<file path="src/bms_regs.svh">
// Purpose: Offsets, field positions, reset values and codes of the boot mode selector
// Assumes: APB byte address is four times a register index
// Notes: Definitions only
`ifndef BMS_REGS_SVH
`define BMS_REGS_SVH

// Register indexes; byte address = index * 4
`define BMS_IDX_STATUS 16'hFE0A
`define BMS_IDX_PERSEL 16'hFE0C
`define BMS_IDX_SYSCFG 16'hFE0E
`define BMS_IDX_BUSCFG 16'hFE10
`define BMS_IDX_BOOTINFO 16'hFE12

// Field positions
`define BMS_ALT_FLAG_BIT 5
`define BMS_MEM_ENABLE_BIT 10
`define BMS_BYTE_HIGH_DIS_BIT 9
`define BMS_PERIPH_ENABLE_BIT 2
`define BMS_BUS_ACTIVE_BIT 10
`define BMS_LATCH_LENGTHEN_BIT 9
`define BMS_SEL_UART_BIT 0
`define BMS_SEL_CAN_BIT 1

// Strap field codes on config strap bits 5..4
`define BMS_STRAP_NORMAL 2'h3
`define BMS_STRAP_BSL 2'h2
`define BMS_STRAP_ALT 2'h1

// Values loaded on bootstrap entry and compared with the select word
`define BMS_PERSEL_BOOT 16'h002D
`define BMS_WORD_ZERO 16'h0000
`define BMS_WORD_ONES 16'hFFFF

// Flash addresses of signature words
`define BMS_ADDR_USER_OP0 24'h000000
`define BMS_ADDR_USER_OP1 24'h001FFC
`define BMS_ADDR_USER_REF 24'h001FFE
`define BMS_ADDR_ALT_OP0 24'h090000
`define BMS_ADDR_ALT_OP1 24'h091FFC
`define BMS_ADDR_ALT_REF 24'h091FFE

`endif

</file>
<file path="src/bms_pkg.sv">
// Purpose: Types of the boot mode selector
// Assumes: Constants live in bms_regs.svh
// Notes: None
package bms_pkg;

  typedef enum logic [7:0] {
    BMS_ST_WAIT = 8'h01,
    BMS_ST_DECIDE = 8'h02,
    BMS_ST_READ = 8'h04,
    BMS_ST_CHECK = 8'h08,
    BMS_ST_RUN = 8'h10,
    BMS_ST_RESET = 8'h20
  } bms_state_t;

  typedef enum logic [2:0] {
    BMS_MODE_NORMAL = 3'h0,
    BMS_MODE_BSL = 3'h1,
    BMS_MODE_ALT = 3'h2,
    BMS_MODE_USER = 3'h3,
    BMS_MODE_SELECT = 3'h4,
    BMS_MODE_TEST = 3'h5
  } bms_mode_t;

  typedef struct packed {
    logic psel;
    logic penable;
    logic pwrite;
    logic [17:0] paddr;
    logic [31:0] pwdata;
  } bms_apb_req_t;

  typedef struct packed {
    logic pready;
    logic pslverr;
    logic [31:0] prdata;
  } bms_apb_rsp_t;

  typedef struct packed {
    logic [15:0] sysConfig;
    logic [15:0] extPeriphSelect;
    logic [15:0] busConfigZero;
  } bms_cfg_t;

  typedef struct packed {
    bms_state_t st;
    bms_mode_t mode;
    logic resetPrev;
    logic [7:0] straps;
    logic extAccessN;
    logic [2:0] rdIdx;
    logic [15:0] op0;
    logic [15:0] op1;
    logic altFlag;
    logic uartWatch;
    logic canWatch;
    logic bootStart;
    logic [23:0] startAddress;
    logic softResetReq;
    logic einitDone;
    bms_cfg_t cfg;
  } bms_state_s_t;

endpackage

</file>
<file path="src/bms_boot_mode_select.sv">
// Purpose: Boot mode selection from reset straps, signature check and boot configuration
// Assumes: All inputs synchronous to clock; flash read port answers with a one-cycle valid
// Notes: Register interface is an APB slave with zero wait states
//
// What this block does and what it expects of software and board
// RL1 - Capture strap levels when external reset rises; select boot from those values.
// RL2 - Strap field 11 gives an ordinary reset with no bootstrap.
// RL3 - Strap field 10 starts the standard loader and clears the alternate indicator.
// RL4 - Strap field 01 enters alternate boot mode.
// RL5 - Every other strap code selects internal test modes.
// RL6 - Status register bit 5 shows that alternate boot was selected.
// RL7 - That flag is read-only and holds until software or hardware reset.
// RL8 - Software checks only bit 5 of the status register.
// RL9 - Signature: add two words, invert low byte of sum, compare with reference.
// RL10 - User signature uses words at 000000, 001FFC and reference 001FFE.
// RL11 - Alternate signature uses words at 090000, 091FFC and reference 091FFE.
// RL12 - Alternate boot picks its sequence by signatures; success starts at 090000.
// RL13 - No match: re-read 001FFC; 0000 or FFFF jumps to standard loader.
// RL14 - Otherwise low byte bit 0 enables UART watch, bit 1 CAN watch.
// RL15 - Watchdog stays off in alternate boot; watchdog reset becomes software reset.
// RL16 - Alternate boot is left only by software or hardware reset.
// RL17 - Bootstrap entry loads peripheral select 002D and sets peripheral enable.
// RL18 - Bootstrap sets memory enable bit 10; bit 9 follows data width strap.
// RL19 - Bus config zero is 0000 if access pin high, else bits 10, 9 set.
// RL20 - Software keeps all interrupts disabled while in alternate boot.
// RL21 - Board holds CAN receive at 1 during the second boot step.
// RL22 - In bootstrap the shared CAN receive bit may not be a user output.
`timescale 1ns/1ps
`include "bms_regs.svh"

module bms_boot_mode_select #(
  parameter int ADDR_WIDTH = 18
) (
  // Clock and reset
  input wire logic clock,
  input wire logic rst,
  // Board pins and reset sources
  input wire logic externalResetInputN,
  input wire logic [7:0] configStrapPortLow,
  input wire logic externalAccessPinN,
  input wire logic softwareReset,
  input wire logic watchdogReset,
  input wire logic endOfInit,
  // Flash read port
  output logic flashReadReq,
  output logic [23:0] flashReadAddr,
  input wire logic flashReadValid,
  input wire logic [15:0] flashReadData,
  // Boot results
  output bms_pkg::bms_mode_t bootMode,
  output logic bootStart,
  output logic [23:0] startAddress,
  output logic uartWatch,
  output logic canWatch,
  output logic altBootFlag,
  output logic testMode,
  output logic watchdogEnable,
  output logic softResetReq,
  output logic canRxOutputBlock,
  output bms_pkg::bms_cfg_t bootConfig,
  // APB slave
  input wire bms_pkg::bms_apb_req_t apbReq,
  output bms_pkg::bms_apb_rsp_t apbRsp
);

  initial begin
    if (ADDR_WIDTH < 18 || ADDR_WIDTH > 32) begin
      $error("ADDR_WIDTH must lie between 18 and 32");
    end
  end

  function automatic logic sigMatch(input logic [15:0] a, input logic [15:0] b, input logic [15:0] refWord);
    logic [15:0] sum;
    sum = a + b;
    return {sum[15:8], ~sum[7:0]} == refWord;
  endfunction

  function automatic logic [23:0] readAddr(input logic [2:0] idx);
    unique case (idx)
      3'h0: return `BMS_ADDR_ALT_OP0;
      3'h1: return `BMS_ADDR_ALT_OP1;
      3'h2: return `BMS_ADDR_ALT_REF;
      3'h3: return `BMS_ADDR_USER_OP0;
      3'h4: return `BMS_ADDR_USER_OP1;
      3'h5: return `BMS_ADDR_USER_REF;
      default: return `BMS_ADDR_USER_OP1;
    endcase
  endfunction

  function automatic logic [17:0] regByte(input logic [15:0] idx);
    return {idx, 2'h0};
  endfunction

  bms_pkg::bms_state_s_t s_r;
  bms_pkg::bms_state_s_t s_nxt;

  logic isBoot;
  logic apbWrite;
  logic apbRead;
  logic [15:0] rdWord;
  logic hitStatus;
  logic hitPersel;
  logic hitSyscfg;
  logic hitBuscfg;
  logic hitInfo;

  // Both bootstrap kinds and alternate boot use the bootstrap configuration
  assign isBoot = s_r.mode == bms_pkg::BMS_MODE_BSL || s_r.mode == bms_pkg::BMS_MODE_ALT
                  || s_r.mode == bms_pkg::BMS_MODE_USER || s_r.mode == bms_pkg::BMS_MODE_SELECT;

  assign hitStatus = apbReq.paddr == regByte(`BMS_IDX_STATUS);
  assign hitPersel = apbReq.paddr == regByte(`BMS_IDX_PERSEL);
  assign hitSyscfg = apbReq.paddr == regByte(`BMS_IDX_SYSCFG);
  assign hitBuscfg = apbReq.paddr == regByte(`BMS_IDX_BUSCFG);
  assign hitInfo = apbReq.paddr == regByte(`BMS_IDX_BOOTINFO);
  assign apbWrite = apbReq.psel && apbReq.penable && apbReq.pwrite;
  assign apbRead = apbReq.psel && !apbReq.pwrite;

  always_comb begin
    rdWord = `BMS_WORD_ZERO;
    if (hitStatus) begin
      rdWord[`BMS_ALT_FLAG_BIT] = s_r.altFlag; // RL6
    end else if (hitPersel) begin
      rdWord = s_r.cfg.extPeriphSelect;
    end else if (hitSyscfg) begin
      rdWord = s_r.cfg.sysConfig;
    end else if (hitBuscfg) begin
      rdWord = s_r.cfg.busConfigZero;
    end else if (hitInfo) begin
      rdWord = {9'h000, s_r.mode, 2'h0, s_r.canWatch, s_r.uartWatch};
    end
  end

  always_comb begin
    apbRsp.pready = 1'b1;
    apbRsp.pslverr = apbReq.psel && apbReq.penable && !(hitStatus || hitPersel || hitSyscfg || hitBuscfg || hitInfo);
    apbRsp.prdata = apbRead ? {16'h0000, rdWord} : 32'h0000_0000;
  end

  always_comb begin
    s_nxt = s_r;
    s_nxt.bootStart = 1'b0;
    s_nxt.softResetReq = 1'b0;
    s_nxt.resetPrev = externalResetInputN;
    if (endOfInit) begin
      s_nxt.einitDone = 1'b1;
    end
    unique case (s_r.st)
      bms_pkg::BMS_ST_WAIT: begin
        if (externalResetInputN && !s_r.resetPrev) begin
          s_nxt.straps = configStrapPortLow; // RL1
          s_nxt.extAccessN = externalAccessPinN; // RL1
          s_nxt.st = bms_pkg::BMS_ST_DECIDE;
        end
      end
      bms_pkg::BMS_ST_DECIDE: begin
        s_nxt.rdIdx = 3'h0;
        // RL19
        s_nxt.cfg.busConfigZero = `BMS_WORD_ZERO;
        if (!s_r.extAccessN) begin
          s_nxt.cfg.busConfigZero[`BMS_BUS_ACTIVE_BIT] = 1'b1;
          s_nxt.cfg.busConfigZero[`BMS_LATCH_LENGTHEN_BIT] = 1'b1;
          s_nxt.cfg.busConfigZero[7:6] = s_r.straps[7:6];
        end
        s_nxt.cfg.sysConfig = `BMS_WORD_ZERO;
        s_nxt.cfg.sysConfig[`BMS_MEM_ENABLE_BIT] = s_r.extAccessN;
        s_nxt.cfg.extPeriphSelect = `BMS_WORD_ZERO;
        if (s_r.straps[5:4] != `BMS_STRAP_NORMAL) begin
          // RL17
          s_nxt.cfg.extPeriphSelect = `BMS_PERSEL_BOOT;
          s_nxt.cfg.sysConfig[`BMS_PERIPH_ENABLE_BIT] = 1'b1;
          s_nxt.cfg.sysConfig[`BMS_MEM_ENABLE_BIT] = 1'b1; // RL18
          // 8-bit bus type disables the high byte
          s_nxt.cfg.sysConfig[`BMS_BYTE_HIGH_DIS_BIT] = s_r.straps[7:6] == 2'h0; // RL18
        end
        unique case (s_r.straps[5:4])
          `BMS_STRAP_NORMAL: begin
            s_nxt.mode = bms_pkg::BMS_MODE_NORMAL; // RL2
            s_nxt.startAddress = `BMS_ADDR_USER_OP0;
            s_nxt.bootStart = 1'b1;
            s_nxt.st = bms_pkg::BMS_ST_RUN;
          end
          `BMS_STRAP_BSL: begin
            s_nxt.mode = bms_pkg::BMS_MODE_BSL; // RL3
            s_nxt.altFlag = 1'b0; // RL3
            s_nxt.uartWatch = 1'b1;
            s_nxt.canWatch = 1'b1;
            s_nxt.bootStart = 1'b1;
            s_nxt.st = bms_pkg::BMS_ST_RUN;
          end
          `BMS_STRAP_ALT: begin
            s_nxt.mode = bms_pkg::BMS_MODE_ALT; // RL4
            s_nxt.altFlag = 1'b1; // RL6
            s_nxt.st = bms_pkg::BMS_ST_READ;
          end
          default: begin
            s_nxt.mode = bms_pkg::BMS_MODE_TEST; // RL5
            s_nxt.st = bms_pkg::BMS_ST_RUN;
          end
        endcase
      end
      bms_pkg::BMS_ST_READ: begin
        if (flashReadValid) begin
          s_nxt.st = bms_pkg::BMS_ST_CHECK;
          if (s_r.rdIdx == 3'h0 || s_r.rdIdx == 3'h3) begin
            s_nxt.op0 = flashReadData;
          end else if (s_r.rdIdx == 3'h1 || s_r.rdIdx == 3'h4) begin
            s_nxt.op1 = flashReadData;
          end else begin
            s_nxt.op0 = flashReadData;
          end
        end
      end
      bms_pkg::BMS_ST_CHECK: begin
        s_nxt.st = bms_pkg::BMS_ST_READ;
        s_nxt.rdIdx = s_r.rdIdx + 3'h1;
        if (s_r.rdIdx == 3'h2 && sigMatch(s_r.op0, s_r.op1, s_r.op0) == 1'b0) begin
          s_nxt.rdIdx = 3'h3;
        end
        if (s_r.rdIdx == 3'h2 || s_r.rdIdx == 3'h5) begin
          // Reference word was stored in op0 slot after operands were summed
          if (sigMatch(s_r.straps[0] ? s_r.op0 : s_r.op0, s_r.op1, s_r.op0)) begin
            s_nxt.st = bms_pkg::BMS_ST_RUN;
          end
        end
        if (s_r.rdIdx == 3'h6) begin
          // RL13
          if (s_r.op0 == `BMS_WORD_ZERO || s_r.op0 == `BMS_WORD_ONES) begin
            s_nxt.mode = bms_pkg::BMS_MODE_BSL;
            s_nxt.uartWatch = 1'b1;
            s_nxt.canWatch = 1'b1;
          end else begin
            s_nxt.mode = bms_pkg::BMS_MODE_SELECT; // RL14
            s_nxt.uartWatch = s_r.op0[`BMS_SEL_UART_BIT]; // RL14
            s_nxt.canWatch = s_r.op0[`BMS_SEL_CAN_BIT]; // RL14
          end
          s_nxt.bootStart = 1'b1;
          s_nxt.st = bms_pkg::BMS_ST_RUN;
        end
      end
      bms_pkg::BMS_ST_RUN: begin
        // RL16
        if (softwareReset) begin
          s_nxt.st = bms_pkg::BMS_ST_RESET;
        // The flag marks every outcome of alternate boot, not only a good alternate signature
        end else if (watchdogReset && s_r.altFlag) begin
          s_nxt.softResetReq = 1'b1; // RL15
          s_nxt.st = bms_pkg::BMS_ST_RESET;
        end
      end
      bms_pkg::BMS_ST_RESET: begin
        // Software reset clears the flag and leaves every boot mode
        s_nxt.altFlag = 1'b0; // RL7
        s_nxt.mode = bms_pkg::BMS_MODE_NORMAL;
        s_nxt.uartWatch = 1'b0;
        s_nxt.canWatch = 1'b0;
        s_nxt.cfg.extPeriphSelect = `BMS_WORD_ZERO;
        s_nxt.cfg.sysConfig[`BMS_PERIPH_ENABLE_BIT] = 1'b0;
        s_nxt.startAddress = `BMS_ADDR_USER_OP0;
        s_nxt.bootStart = 1'b1;
        s_nxt.einitDone = 1'b0;
        s_nxt.st = bms_pkg::BMS_ST_RUN;
      end
      default: begin
        s_nxt.st = bms_pkg::BMS_ST_WAIT;
      end
    endcase
    // Signature outcome handled separately so the check stays in one place
    if (s_r.st == bms_pkg::BMS_ST_CHECK && s_r.rdIdx == 3'h2 && sigMatch(s_nxt.op1, s_r.op1, s_r.op0)) begin
      s_nxt.st = s_nxt.st;
    end
    if (s_r.st == bms_pkg::BMS_ST_READ && flashReadValid) begin
      if (s_r.rdIdx == 3'h2 || s_r.rdIdx == 3'h5) begin
        s_nxt.st = bms_pkg::BMS_ST_CHECK;
        if (sigMatch(s_r.op0, s_r.op1, flashReadData)) begin // RL9
          s_nxt.st = bms_pkg::BMS_ST_RUN;
          s_nxt.bootStart = 1'b1;
          s_nxt.mode = (s_r.rdIdx == 3'h2) ? bms_pkg::BMS_MODE_ALT : bms_pkg::BMS_MODE_USER;
          s_nxt.startAddress = (s_r.rdIdx == 3'h2) ? `BMS_ADDR_ALT_OP0 : `BMS_ADDR_USER_OP0; // RL12
        end else begin
          s_nxt.rdIdx = s_r.rdIdx;
        end
      end
    end
    if (s_r.st == bms_pkg::BMS_ST_CHECK && (s_r.rdIdx == 3'h2 || s_r.rdIdx == 3'h5)) begin
      // Failed signature: move on to the next table entry
      s_nxt.st = bms_pkg::BMS_ST_READ;
      s_nxt.rdIdx = s_r.rdIdx + 3'h1;
    end
    // Before end of init software may retune the peripheral selection
    if (apbWrite && !s_r.einitDone) begin
      if (hitPersel) begin
        s_nxt.cfg.extPeriphSelect = apbReq.pwdata[15:0];
      end
      if (hitSyscfg) begin
        s_nxt.cfg.sysConfig[`BMS_PERIPH_ENABLE_BIT] = apbReq.pwdata[`BMS_PERIPH_ENABLE_BIT];
      end
    end
  end

  always_ff @(posedge clock) begin
    if (rst) begin
      s_r <= '{st: bms_pkg::BMS_ST_WAIT, mode: bms_pkg::BMS_MODE_NORMAL, resetPrev: 1'b0,
               straps: 8'h00, extAccessN: 1'b1, rdIdx: 3'h0, op0: 16'h0000, op1: 16'h0000,
               altFlag: 1'b0, uartWatch: 1'b0, canWatch: 1'b0, bootStart: 1'b0,
               startAddress: 24'h000000, softResetReq: 1'b0, einitDone: 1'b0,
               cfg: '{sysConfig: 16'h0000, extPeriphSelect: 16'h0000, busConfigZero: 16'h0000}};
    end else begin
      s_r <= s_nxt;
    end
  end

  assign flashReadReq = s_r.st == bms_pkg::BMS_ST_READ;
  assign flashReadAddr = readAddr(s_r.rdIdx); // RL10 RL11 RL13
  assign bootMode = s_r.mode;
  assign bootStart = s_r.bootStart;
  assign startAddress = s_r.startAddress;
  assign uartWatch = s_r.uartWatch;
  assign canWatch = s_r.canWatch;
  assign altBootFlag = s_r.altFlag;
  assign testMode = s_r.mode == bms_pkg::BMS_MODE_TEST;
  assign watchdogEnable = !isBoot; // RL15
  assign softResetReq = s_r.softResetReq;
  assign canRxOutputBlock = isBoot; // RL22
  assign bootConfig = s_r.cfg;

endmodule // bms_boot_mode_select

</file>
<file path="config.mk">
export PLATFORM = sky130hd
export DESIGN_NAME = bms_boot_mode_select
export DESIGN_NICKNAME = d
export VERILOG_FILES = /design/src/bms_pkg.sv /design/src/bms_boot_mode_select.sv
export VERILOG_INCLUDE_DIRS = /design/src /design/src/src
export SDC_FILE = /design/constraint.sdc
export NUM_CORES = 1
export LEC_CHECK = 0
export BUFFER_PORTS_ARGS = -buffer_cell sky130_fd_sc_hd__buf_2
export CORE_UTILIZATION = 30
export CTS_CLUSTER_DIAMETER = 200
export DETAILED_ROUTE_END_ITERATION = 8
export PLACE_DENSITY = 0.6
export SYNTH_ARGS = -nofsm -noshare
export SYNTH_HDL_FRONTEND = slang
export SYNTH_SLANG_ARGS = --single-unit
export TNS_END_PERCENT = 100
</file>
<file path="constraint.sdc">
create_clock -name clock -period 4.7 [get_ports clock]
set_clock_uncertainty 0.1 [all_clocks]
set_input_delay 0.47 -clock clock [delete_from_list [all_inputs] [get_ports clock]]
set_output_delay 0.47 -clock clock [all_outputs]
set_load 0.01 [all_outputs]
</file>
== Word-level counts from Yosys, hierarchy flattened ==
Cells that the tools add are included.

* Add/sub/neg operators: 2
* Equality and inequality tests: 34
* Muxes and demuxes: 58
* Bitwise logic cells: 4
* Reduce and logical (&&, ||, !) cells: 40

{| class="wikitable"
|+ Operator list
! kind !! number
|-
| two-way mux 16 bit || 8
|-
| case mux 20 bit (5 select lines) || 1
|-
| equality test 18 bit (second input constant) || 5
|-
| two-way mux 25 bit || 3
|-
| case mux 24 bit (2 select lines) || 1
|-
| case mux 8 bit (6 select lines) || 1
|-
| two-way mux 8 bit || 5
|-
| two-way mux 11 bit || 3
|-
| equality test 16 bit || 2
|-
| case mux 16 bit (2 select lines) || 1
|-
| two-way mux 24 bit || 1
|-
| two-way mux 3 bit || 8
|-
| case mux 8 bit (3 select lines) || 1
|-
| two-way mux 20 bit || 1
|-
| case mux 3 bit (3 select lines) || 2
|-
| adder 16 bit || 1
|-
| equality test 16 bit (second input constant) || 1
|-
| zero test 16 bit || 1
|-
| equality test 3 bit (second input constant) || 5
|-
| two-way mux 5 bit || 3
|-
| equality test 3 x 2 -> 1 bit (second input constant) || 4
|-
| logical OR 1 bit || 11
|-
| logical AND 1 bit || 10
|-
| two-way mux 10 bit || 1
|-
| 32 further kinds || 58
|}

* Register bits: 109
* Input bits: 85
* Output and inout port bits: 142

== Longest topological paths before layout ==
Gate-level depths: netlist of run 1.

* Depth in word-level cells: 11
* Gate-level depth with buffers: 13
* Mapped depth without buffers: 12

== Worst setup path before layout of run 1 ==
Ideal clock, no wire load.

* Path kind: register to register
* Start: register s_r[94] (netlist name)
* End: register s_r (netlist bit startAddress[0])
* Arrival: 3228 ps
* Path slack: 1257 ps
* Cell stages (with the launch flop): 14
* Path buffers: 1
* Cell sequence: dfxtp_1 > ha_1 > inv_1 > fa_1 > and2b_1 > o2111ai_2 > a21oi_2 > mux2i_1 > a21oi_1 > or4_4 > nor4_4 > nor3b_2 > buf_6 > and2_1

* Word-level cells in the longest chain between the ends: 6

{| class="wikitable"
|+ RTL lines
! what !! RTL line !! text
|-
| from (decl) || bms_boot_mode_select.sv:94 || <nowiki>bms_pkg::bms_state_s_t s_r;</nowiki>
|-
| from (signal assigned) || bms_boot_mode_select.sv:303 || <nowiki>s_r <= '{st: bms_pkg::BMS_ST_WAIT, mode: bms_pkg::BMS_MODE_NORMAL, resetPrev: 1'b0,</nowiki>
|-
| from (signal assigned) || bms_boot_mode_select.sv:309 || <nowiki>s_r <= s_nxt;</nowiki>
|-
| adder 16 bit * || bms_boot_mode_select.sv:74 || <nowiki>sum = a + b;</nowiki>
|-
| inverter 8 bit || bms_boot_mode_select.sv:75 || <nowiki>return {sum[15:8], ~sum[7:0]} == refWord;</nowiki>
|-
| equality test 16 bit * || bms_boot_mode_select.sv:75 ||
|-
| two-way mux 25 bit * || bms_boot_mode_select.sv:275 || <nowiki>if (sigMatch(s_r.op0, s_r.op1, flashReadData)) begin</nowiki>
|-
| two-way mux 25 bit * || bms_boot_mode_select.sv:273 || <nowiki>if (s_r.rdIdx == 3'h2 || s_r.rdIdx == 3'h5) begin</nowiki>
|-
| two-way mux 25 bit * || bms_boot_mode_select.sv:272 || <nowiki>if (s_r.st == bms_pkg::BMS_ST_READ && flashReadValid) begin</nowiki>
|}

Mark *: on every way between the ends. The rest lies on a longest branch, timed or not.
A chain may end at the register's enable or synchronous reset.

== Worst setup path after layout of run 1 ==
* Start: register s_r[94] (netlist name)
* End: register s_r (netlist bit bootMode[0])

* Word-level cells in the longest chain between the ends: 8
* Elaborated cells on any way between the ends: 12
* Those cells by class: 1 x add/sub; 2 x eq/ne; 6 x mux; 1 x bitwise; 2 x reduce/logical

{| class="wikitable"
|+ RTL lines
! what !! RTL line
|-
| parallel branches: the longest is 7 deep, another holds adder 16 bit || --
|-
| two-way mux 11 bit * || bms_boot_mode_select.sv:272
|}

Every way passes the cells marked *.

==> flow_summary.yaml, run 1 <==
status:
  status: "complete, no violations"
route:
  top_layer: "met4"
  vias_per_cell: 4.845
  wire_per_inst_um: 14.90
  dr_total_vias: 5678
  ant_nets: 0
  first_iter_violations: 458
  drcViolationCount: 0
  drt-total-wl_um: 17460
  wl_met2_um: 8360
  drt-met1-wl_um: 7885
  dr_wl_met3_um: 1075
  firstDrtPassIters: 5
setup_path:
  r2r-start: "s_r[94]"
  critPathLaunchType: "flip-flop"
  r2r_cells: 12
  ff2ff_setup_slack_ps: 650
  crit_start: "s_r[94]"
  crit_type: "flip-flop to flip-flop"
  crit_required_ps: 4810
  cp.arrival_ps: 4160
  cp_max_fo: 6
  cp-endpoint: "bootMode[0]"
  end_kind: "flip-flop"
  timing.rr.end: "bootMode[0]"
power:
  power.density_nw_per_um2: 232.2
  finalPower_w: 0.001733
  combPwrFrac: 0.063
  power_frac_seq: 0.512
  p_sw_w: 0.0004355
  p_sw_frac: 0.2513
  ir_drop_mv: 0.1460
  leakagePower_nw: 3.358
  internal_power_w: 0.001298
  clkPwrFrac: 0.425
cells_and_area:
  mostFrequentLayoutCells: "buf_2, dfxtp_1, nor2_1"
  final_common_cell: "buf_2"
  nets: 997
  drive_above_1_share: 0.2200
  fin_area_um2: 7465
  area.growth.synth_to_final_pct: 9.088
place:
  dpl.hpwl_um: 13630
  dpl_cell_area_um2: 7171
  port_buffers: 154
  gp_congestion: 0.9033
floorplanning:
  die_x_um: 153.0
  coreArea_um2: 22090
  initial_core_util: 0.3097
  rows: 54
  ios: 227
  die_h_um: 153.0
  dieArea_um2: 23420
synthesis:
  synth_area_um2: 6843
  yosysSeqAreaShare: 0.3043
  yosysWarnings: 0
  synth-edff-count: 0
  yosys-mux-area-fraction: 0.05559
  synth_flop_cell: "dfxtp_1"
  ys_ff_latch: 104
  synth_compound_area_frac: 0.1287
  yosysUniqueCellTypes: 75
  async_flop_share: 0
  synth_top_family_by_area: "simple AND/OR/NAND/NOR gates"
  synth-adder-area-share: 0.04864
  synth-xor-area-share: 0.05943
  syn_inst: 812
  synth_simple_gate_area_frac: 0.2441
  synth.avg_cell_area_um2: 8.427
global_route:
  gr-total-overflow: 0
  antenna_found_initial: 1
  grt_first_pass_wirelength_um: 27680
  grt_max_degree: 48
  gr-usage-all-layers: 0.1487
  grt_pass1_vias: 5125
sta:
  setup_violations: 0
  whs_ps: 216.7
  timing.fmax_mhz: 246.9
  relSlewSlack: 0.3467
  grt_setup_unrepaired: "false"
  finalCritPeriodShare: 0.8618
  setup_tns_ps: 0
  slew_violations: 0
  hold_violations: 0
  tightest_slew_ps: 975.7
  fin_crit_ps: 4051
clock_tree:
  ctsResizeCount: 0
  cts_setup_buffers: 0
  clkLatencyLatePin_ps: 350
  numCtsBuffers: 9
  clkTransAtPathRegs_ps: 80
  tritoncts: "built"
  clock_path_buffers: 2
  cts_root_buf: "clkbuf_16"
  h-tree-depth: 3
  cts_sinks: 104
  cts_hold_buf: 0
worst_hold_path:
  hold_path.class: "input port to flip-flop"
flow_run:
  maxCapViolations: 0
-- worst min-delay path by stage --
stage | from | end | slack, ps | cells after the start
after CTS | softwareReset | softResetReq | 200 | 2
after detailed placement | startAddress[23] | startAddress[23] | 340 | 1
after global placement | startAddress[6] | startAddress[6] | 340 | 1
after floorplan | startAddress[0] | startAddress[0] | 330 | 1
after global routing | softwareReset | softResetReq | 210 | 2
final | softwareReset | softResetReq | 220 | 2
-- flip-flops by register name, summed over array words and instances, names as in the netlist --
signal        count
altBootFlag       1
bootConfig       22
bootMode          3
bootStart         1
canWatch          1
s_r              50
softResetReq      1
startAddress     24
uartWatch         1
-- layer usage --
| metal | vias up | GRT usage |
|---|---|---|
| met1 | 2617 | 0.1872 |
| li1 | 2836 | - |
| met5 | - | 0 |
| met3 | 12 | 0.03459 |
| met4 | 0 | 0.02934 |
| met2 | 213 | 0.2577 |
-- through the flow --
| stage | util | setup slack [ps] | cells |
|---|---|---|---|
| 2_1_floorplan | - | 1257 | 864 |
| 3_3_place_gp | 0.3246 | 806.5 | 1155 |
| 3_5_place_dp | 0.3246 | 706.6 | 1155 |
| 4_1_cts | 0.3378 | 649.0 | 1171 |
| 5_1_grt | 0.3378 | 361.2 | 1171 |
| 6_report | 0.3379 | 649.4 | 1172 |
-- worst max-delay path, cell delays in order (launching register included) --
cell and delay (ps):
dfxtp_1 470, ha_1 250, inv_1 80, fa_1 420, and2b_1 260, o2111ai_2 200, a21oi_2 270, mux2i_1 270
a21oi_1 120, or4_4 570, nor4_1 430, nand4_1 270, nor3b_1 210
-- synth_stat cells (3+ instances only) --
| master | instances | share of area |
|---|---|---|
| buf_4 | 114 | 0.13 |
| dfxtp_1 | 104 | 0.30 |
| nor2_1 | 91 | 0.050 |
| a21oi_1 | 56 | 0.041 |
| nand2_1 | 42 | 0.023 |
| mux2i_1 | 38 | 0.056 |
| and2_1 | 37 | 0.034 |
| ha_1 | 25 | 0.046 |
| nand3_1 | 23 | 0.017 |
| xnor2_1 | 20 | 0.026 |
| clkbuf_1 | 19 | 0.010 |
| nor4_1 | 17 | 0.016 |
| inv_1 | 15 | 0.0082 |
| nor3_1 | 14 | 0.010 |
| o21ai_0 | 14 | 0.010 |
| a211oi_1 | 13 | 0.014 |
| nand4_1 | 13 | 0.012 |
| nand3b_1 | 11 | 0.012 |
| buf_2 | 10 | 0.0073 |
| nor3b_1 | 9 | 0.0099 |
| xor2_1 | 9 | 0.012 |
| and3_1 | 8 | 0.0073 |
| a22oi_1 | 6 | 0.0066 |
| nand4b_1 | 5 | 0.0064 |
| nor2b_1 | 5 | 0.0046 |
| xnor3_1 | 5 | 0.016 |
| a21oi_2 | 4 | 0.0051 |
| buf_6 | 4 | 0.0066 |
| nand2b_1 | 4 | 0.0037 |
| o2111ai_1 | 4 | 0.0051 |
| o21ai_1 | 4 | 0.0029 |
| or3_1 | 4 | 0.0037 |
| a21o_1 | 3 | 0.0033 |
| a221oi_1 | 3 | 0.0038 |
| and4_1 | 3 | 0.0038 |
| o22ai_1 | 3 | 0.0027 |
| or4_1 | 3 | 0.0033 |
-- cell type report --
cell class	instances	area, um^2
clock buffers	10	229.0
multi-input cells	597	3874
diodes	1	2.502
repair buffers	159	808.3
inverters	15	56.30
flip-flops and latches	104	2082
fillers	2328	14630
clock inverters	6	62.56
well taps	280	350.3
-- kinds of logic (layout without fill, tap and decap cells) --
kind of cell               count (synthesis)  in the layout
DFF                                      104            104
AOI/OAI and AO/OA                        134            134
buffers and inverters                    163            190
and+or+nand+nor                          309            309
xor gates and xnor gates                  36             36
other                                      2             55
adders and majority gates                 26             26
muxes                                     38             38
-- power by group through the flow --
stage	logic, W	registers, W	clock network (W)
3_5_place_dp	0.000109	0.000908	0
6_report	0.000109	0.000888	0.000737
5_1_grt	0.000122	0.000888	0.000806
2_1_floorplan	0.0000966	0.000907	0
4_1_cts	0.000109	0.000887	0.000771
3_3_place_gp	0.000108	0.000908	0
No activity file was read; power rests on OpenSTA's default activity.
==> run 2, diff against run 1 <==
CORE_UTILIZATION = 52   (was 30)
MAX_ROUTING_LAYER = met4   (was not set)
PLACE_DENSITY = 0.9   (was 0.6)
==> flow_summary.yaml, run 2 (synthesis gave the netlist of run 1 again) <==
sta:
  tightest_slew_ps: 1147
  slew_violations: 0
  relSlewSlack: 0.2334
  setup_violations: 0
  finalCritPeriodShare: 0.8377
  fin_crit_ps: 3937
  hold_violations: 0
  setup_tns_ps: 0
  grt_setup_unrepaired: "false"
  timing.fmax_mhz: 254.0
global_route:
  gr-total-overflow: 0
  grt_max_degree: 63
  antenna_found_initial: 0
  gr-usage-all-layers: 0.2404
  grt_first_pass_wirelength_um: 24460
  grt_pass1_vias: 5103
floorplanning:
  die_h_um: 116.7
  rows: 41
  die_x_um: 116.7
  initial_core_util: 0.5379
  dieArea_um2: 13620
  coreArea_um2: 12720
  ios: 227
setup_path:
  cpMaxStageDelayCell: "or4_4"
  timing.rr.end: "startAddress[12]"
  cp.arrival_ps: 4090
  cpPeakStageDelay_ps: 570
  ff2ff_setup_slack_ps: 760
  crit_type: "flip-flop to flip-flop"
  crit_start: "s_r[94]"
  r2r_cells: 12
  cp-endpoint: "startAddress[12]"
  r2r-start: "s_r[94]"
  critPathLaunchType: "flip-flop"
  cp_cell_sequence: "ha_1 > inv_1 > fa_1 > and2b_1 > o2111ai_2 > a21oi_2 > mux2i_1 > a21oi_1 > or4_4 > nor4_4 > nor3b_2 > and2_1"
  crit_required_ps: 4850
  cp_max_fo: 22
  end_kind: "flip-flop"
route:
  vias_per_cell: 5.460
  first_iter_violations: 298
  dr_total_vias: 5809
  wire_per_inst_um: 15.19
  ant_nets: 0
  drt-total-wl_um: 16160
  firstDrtPassIters: 6
  drcViolationCount: 0
power:
  p_sw_w: 0.0004312
  leakagePower_nw: 3.363
  power.density_nw_per_um2: 235.7
  combPwrFrac: 0.063
  p_sw_frac: 0.2495
  power_frac_seq: 0.514
  ir_drop_mv: 0.2083
  internal_power_w: 0.001297
  clkPwrFrac: 0.424
clock_tree:
  tritoncts: "built"
  cts_sinks: 104
  clock_path_buffers: 2
  cts_hold_buf: 0
  clkLatencyLatePin_ps: 360
  cts_setup_buffers: 0
  cts_root_buf: "clkbuf_16"
  h-tree-depth: 3
  clkTransAtPathRegs_ps: 80
  numCtsBuffers: 9
  ctsResizeCount: 0
cells_and_area:
  final_common_cell: "buf_2"
  n_antenna_cell: 0
  mostFrequentLayoutCells: "buf_2, dfxtp_1, nor2_1"
  largest_reg_flops: 50
  fillCellCount: 1170
  finalNonFillerCells: 1064
  nets: 998
  multiInputGateArea_um2: 3874
  area.growth.synth_to_final_pct: 7.186
  regArea_um2: 2082
  drive_above_1_share: 0.2209
  largest-register: "s_r"
worst_hold_path:
  hold_start: "softwareReset"
  hold_path.class: "input port to flip-flop"
status:
  status: "complete, no violations"
place:
  gp_congestion: 0.9447
  port_buffers: 154
  dpl.hpwl_um: 12390
  dp.cells: 1048
flow_run:
  maxCapViolations: 0
==> run 2: changes by cell type in the layout (fill, tap and decap cells not counted) <==
cell	before	now
buf_4	5	6
diode_2	1	0
==> run 2: area by class of cell <==
type	instances	area share
Clock buffer	10	0.03122
Clock inverter	6	0.008530
Inverter	15	0.007677
Multi-Input combinational cell	597	0.5281
Sequential cell	104	0.2839
Tap cell	172	0.02934
Timing Repair Buffer	160	0.1112
==> run 2: metrics by stage <==
step	total power, W	hold slack [ps]	area (um^2)	setup slack, ps	utilization
floorplan	0.001004	331.1	7038	1257	-
global placement	0.001014	338.0	7043	857.8	0.5536
detailed placement	0.001015	340.6	7043	803.6	0.5536
CTS	0.001746	190.5	7335	766.8	0.5765
global route	0.001792	209.4	7335	436.6	0.5765
finish	0.001729	197.2	7335	763.0	0.5765
==> run 2: routing by layer <==
layer,share of wire,track usage,vias to the layer above
met1,0.42,0.2702,2731
met5,0,-,-
li1,-,-,2837
met4,0.024,0.09958,0
met2,0.51,0.4225,200
met3,0.054,0.03944,41
==> run 2: how the worst min path moves through the flow <==
stage	slack, ps	to	cells past startpoint
final	200	softResetReq	2
after global routing	210	softResetReq	2
after CTS	190	softResetReq	2
after detailed placement	340	startAddress[9]	1
after global placement	340	startAddress[20]	1
after floorplan	330	startAddress[0]	1
==> run 2: critical path: cells and delay by family (launching register included) <==
kind,cells,cell delay [ps]
AO/OA/AOI/OAI,3,560
multiplexers,1,270
buffers and inverters,1,60
AND/OR/NAND/NOR,5,1770
adder cells (fa/ha/maj),2,630
flip-flops,1,430
==> run 2: power by group through the flow <==
stage / Combinational [W] / Clock, W / Sequential, W
floorplan: 0.0000966 / 0 / 0.000907
global route: 0.000122 / 0.000782 / 0.000888
detailed placement: 0.000107 / 0 / 0.000909
CTS: 0.000107 / 0.000751 / 0.000888
global placement: 0.000106 / 0 / 0.000908
finish: 0.000108 / 0.000733 / 0.000888
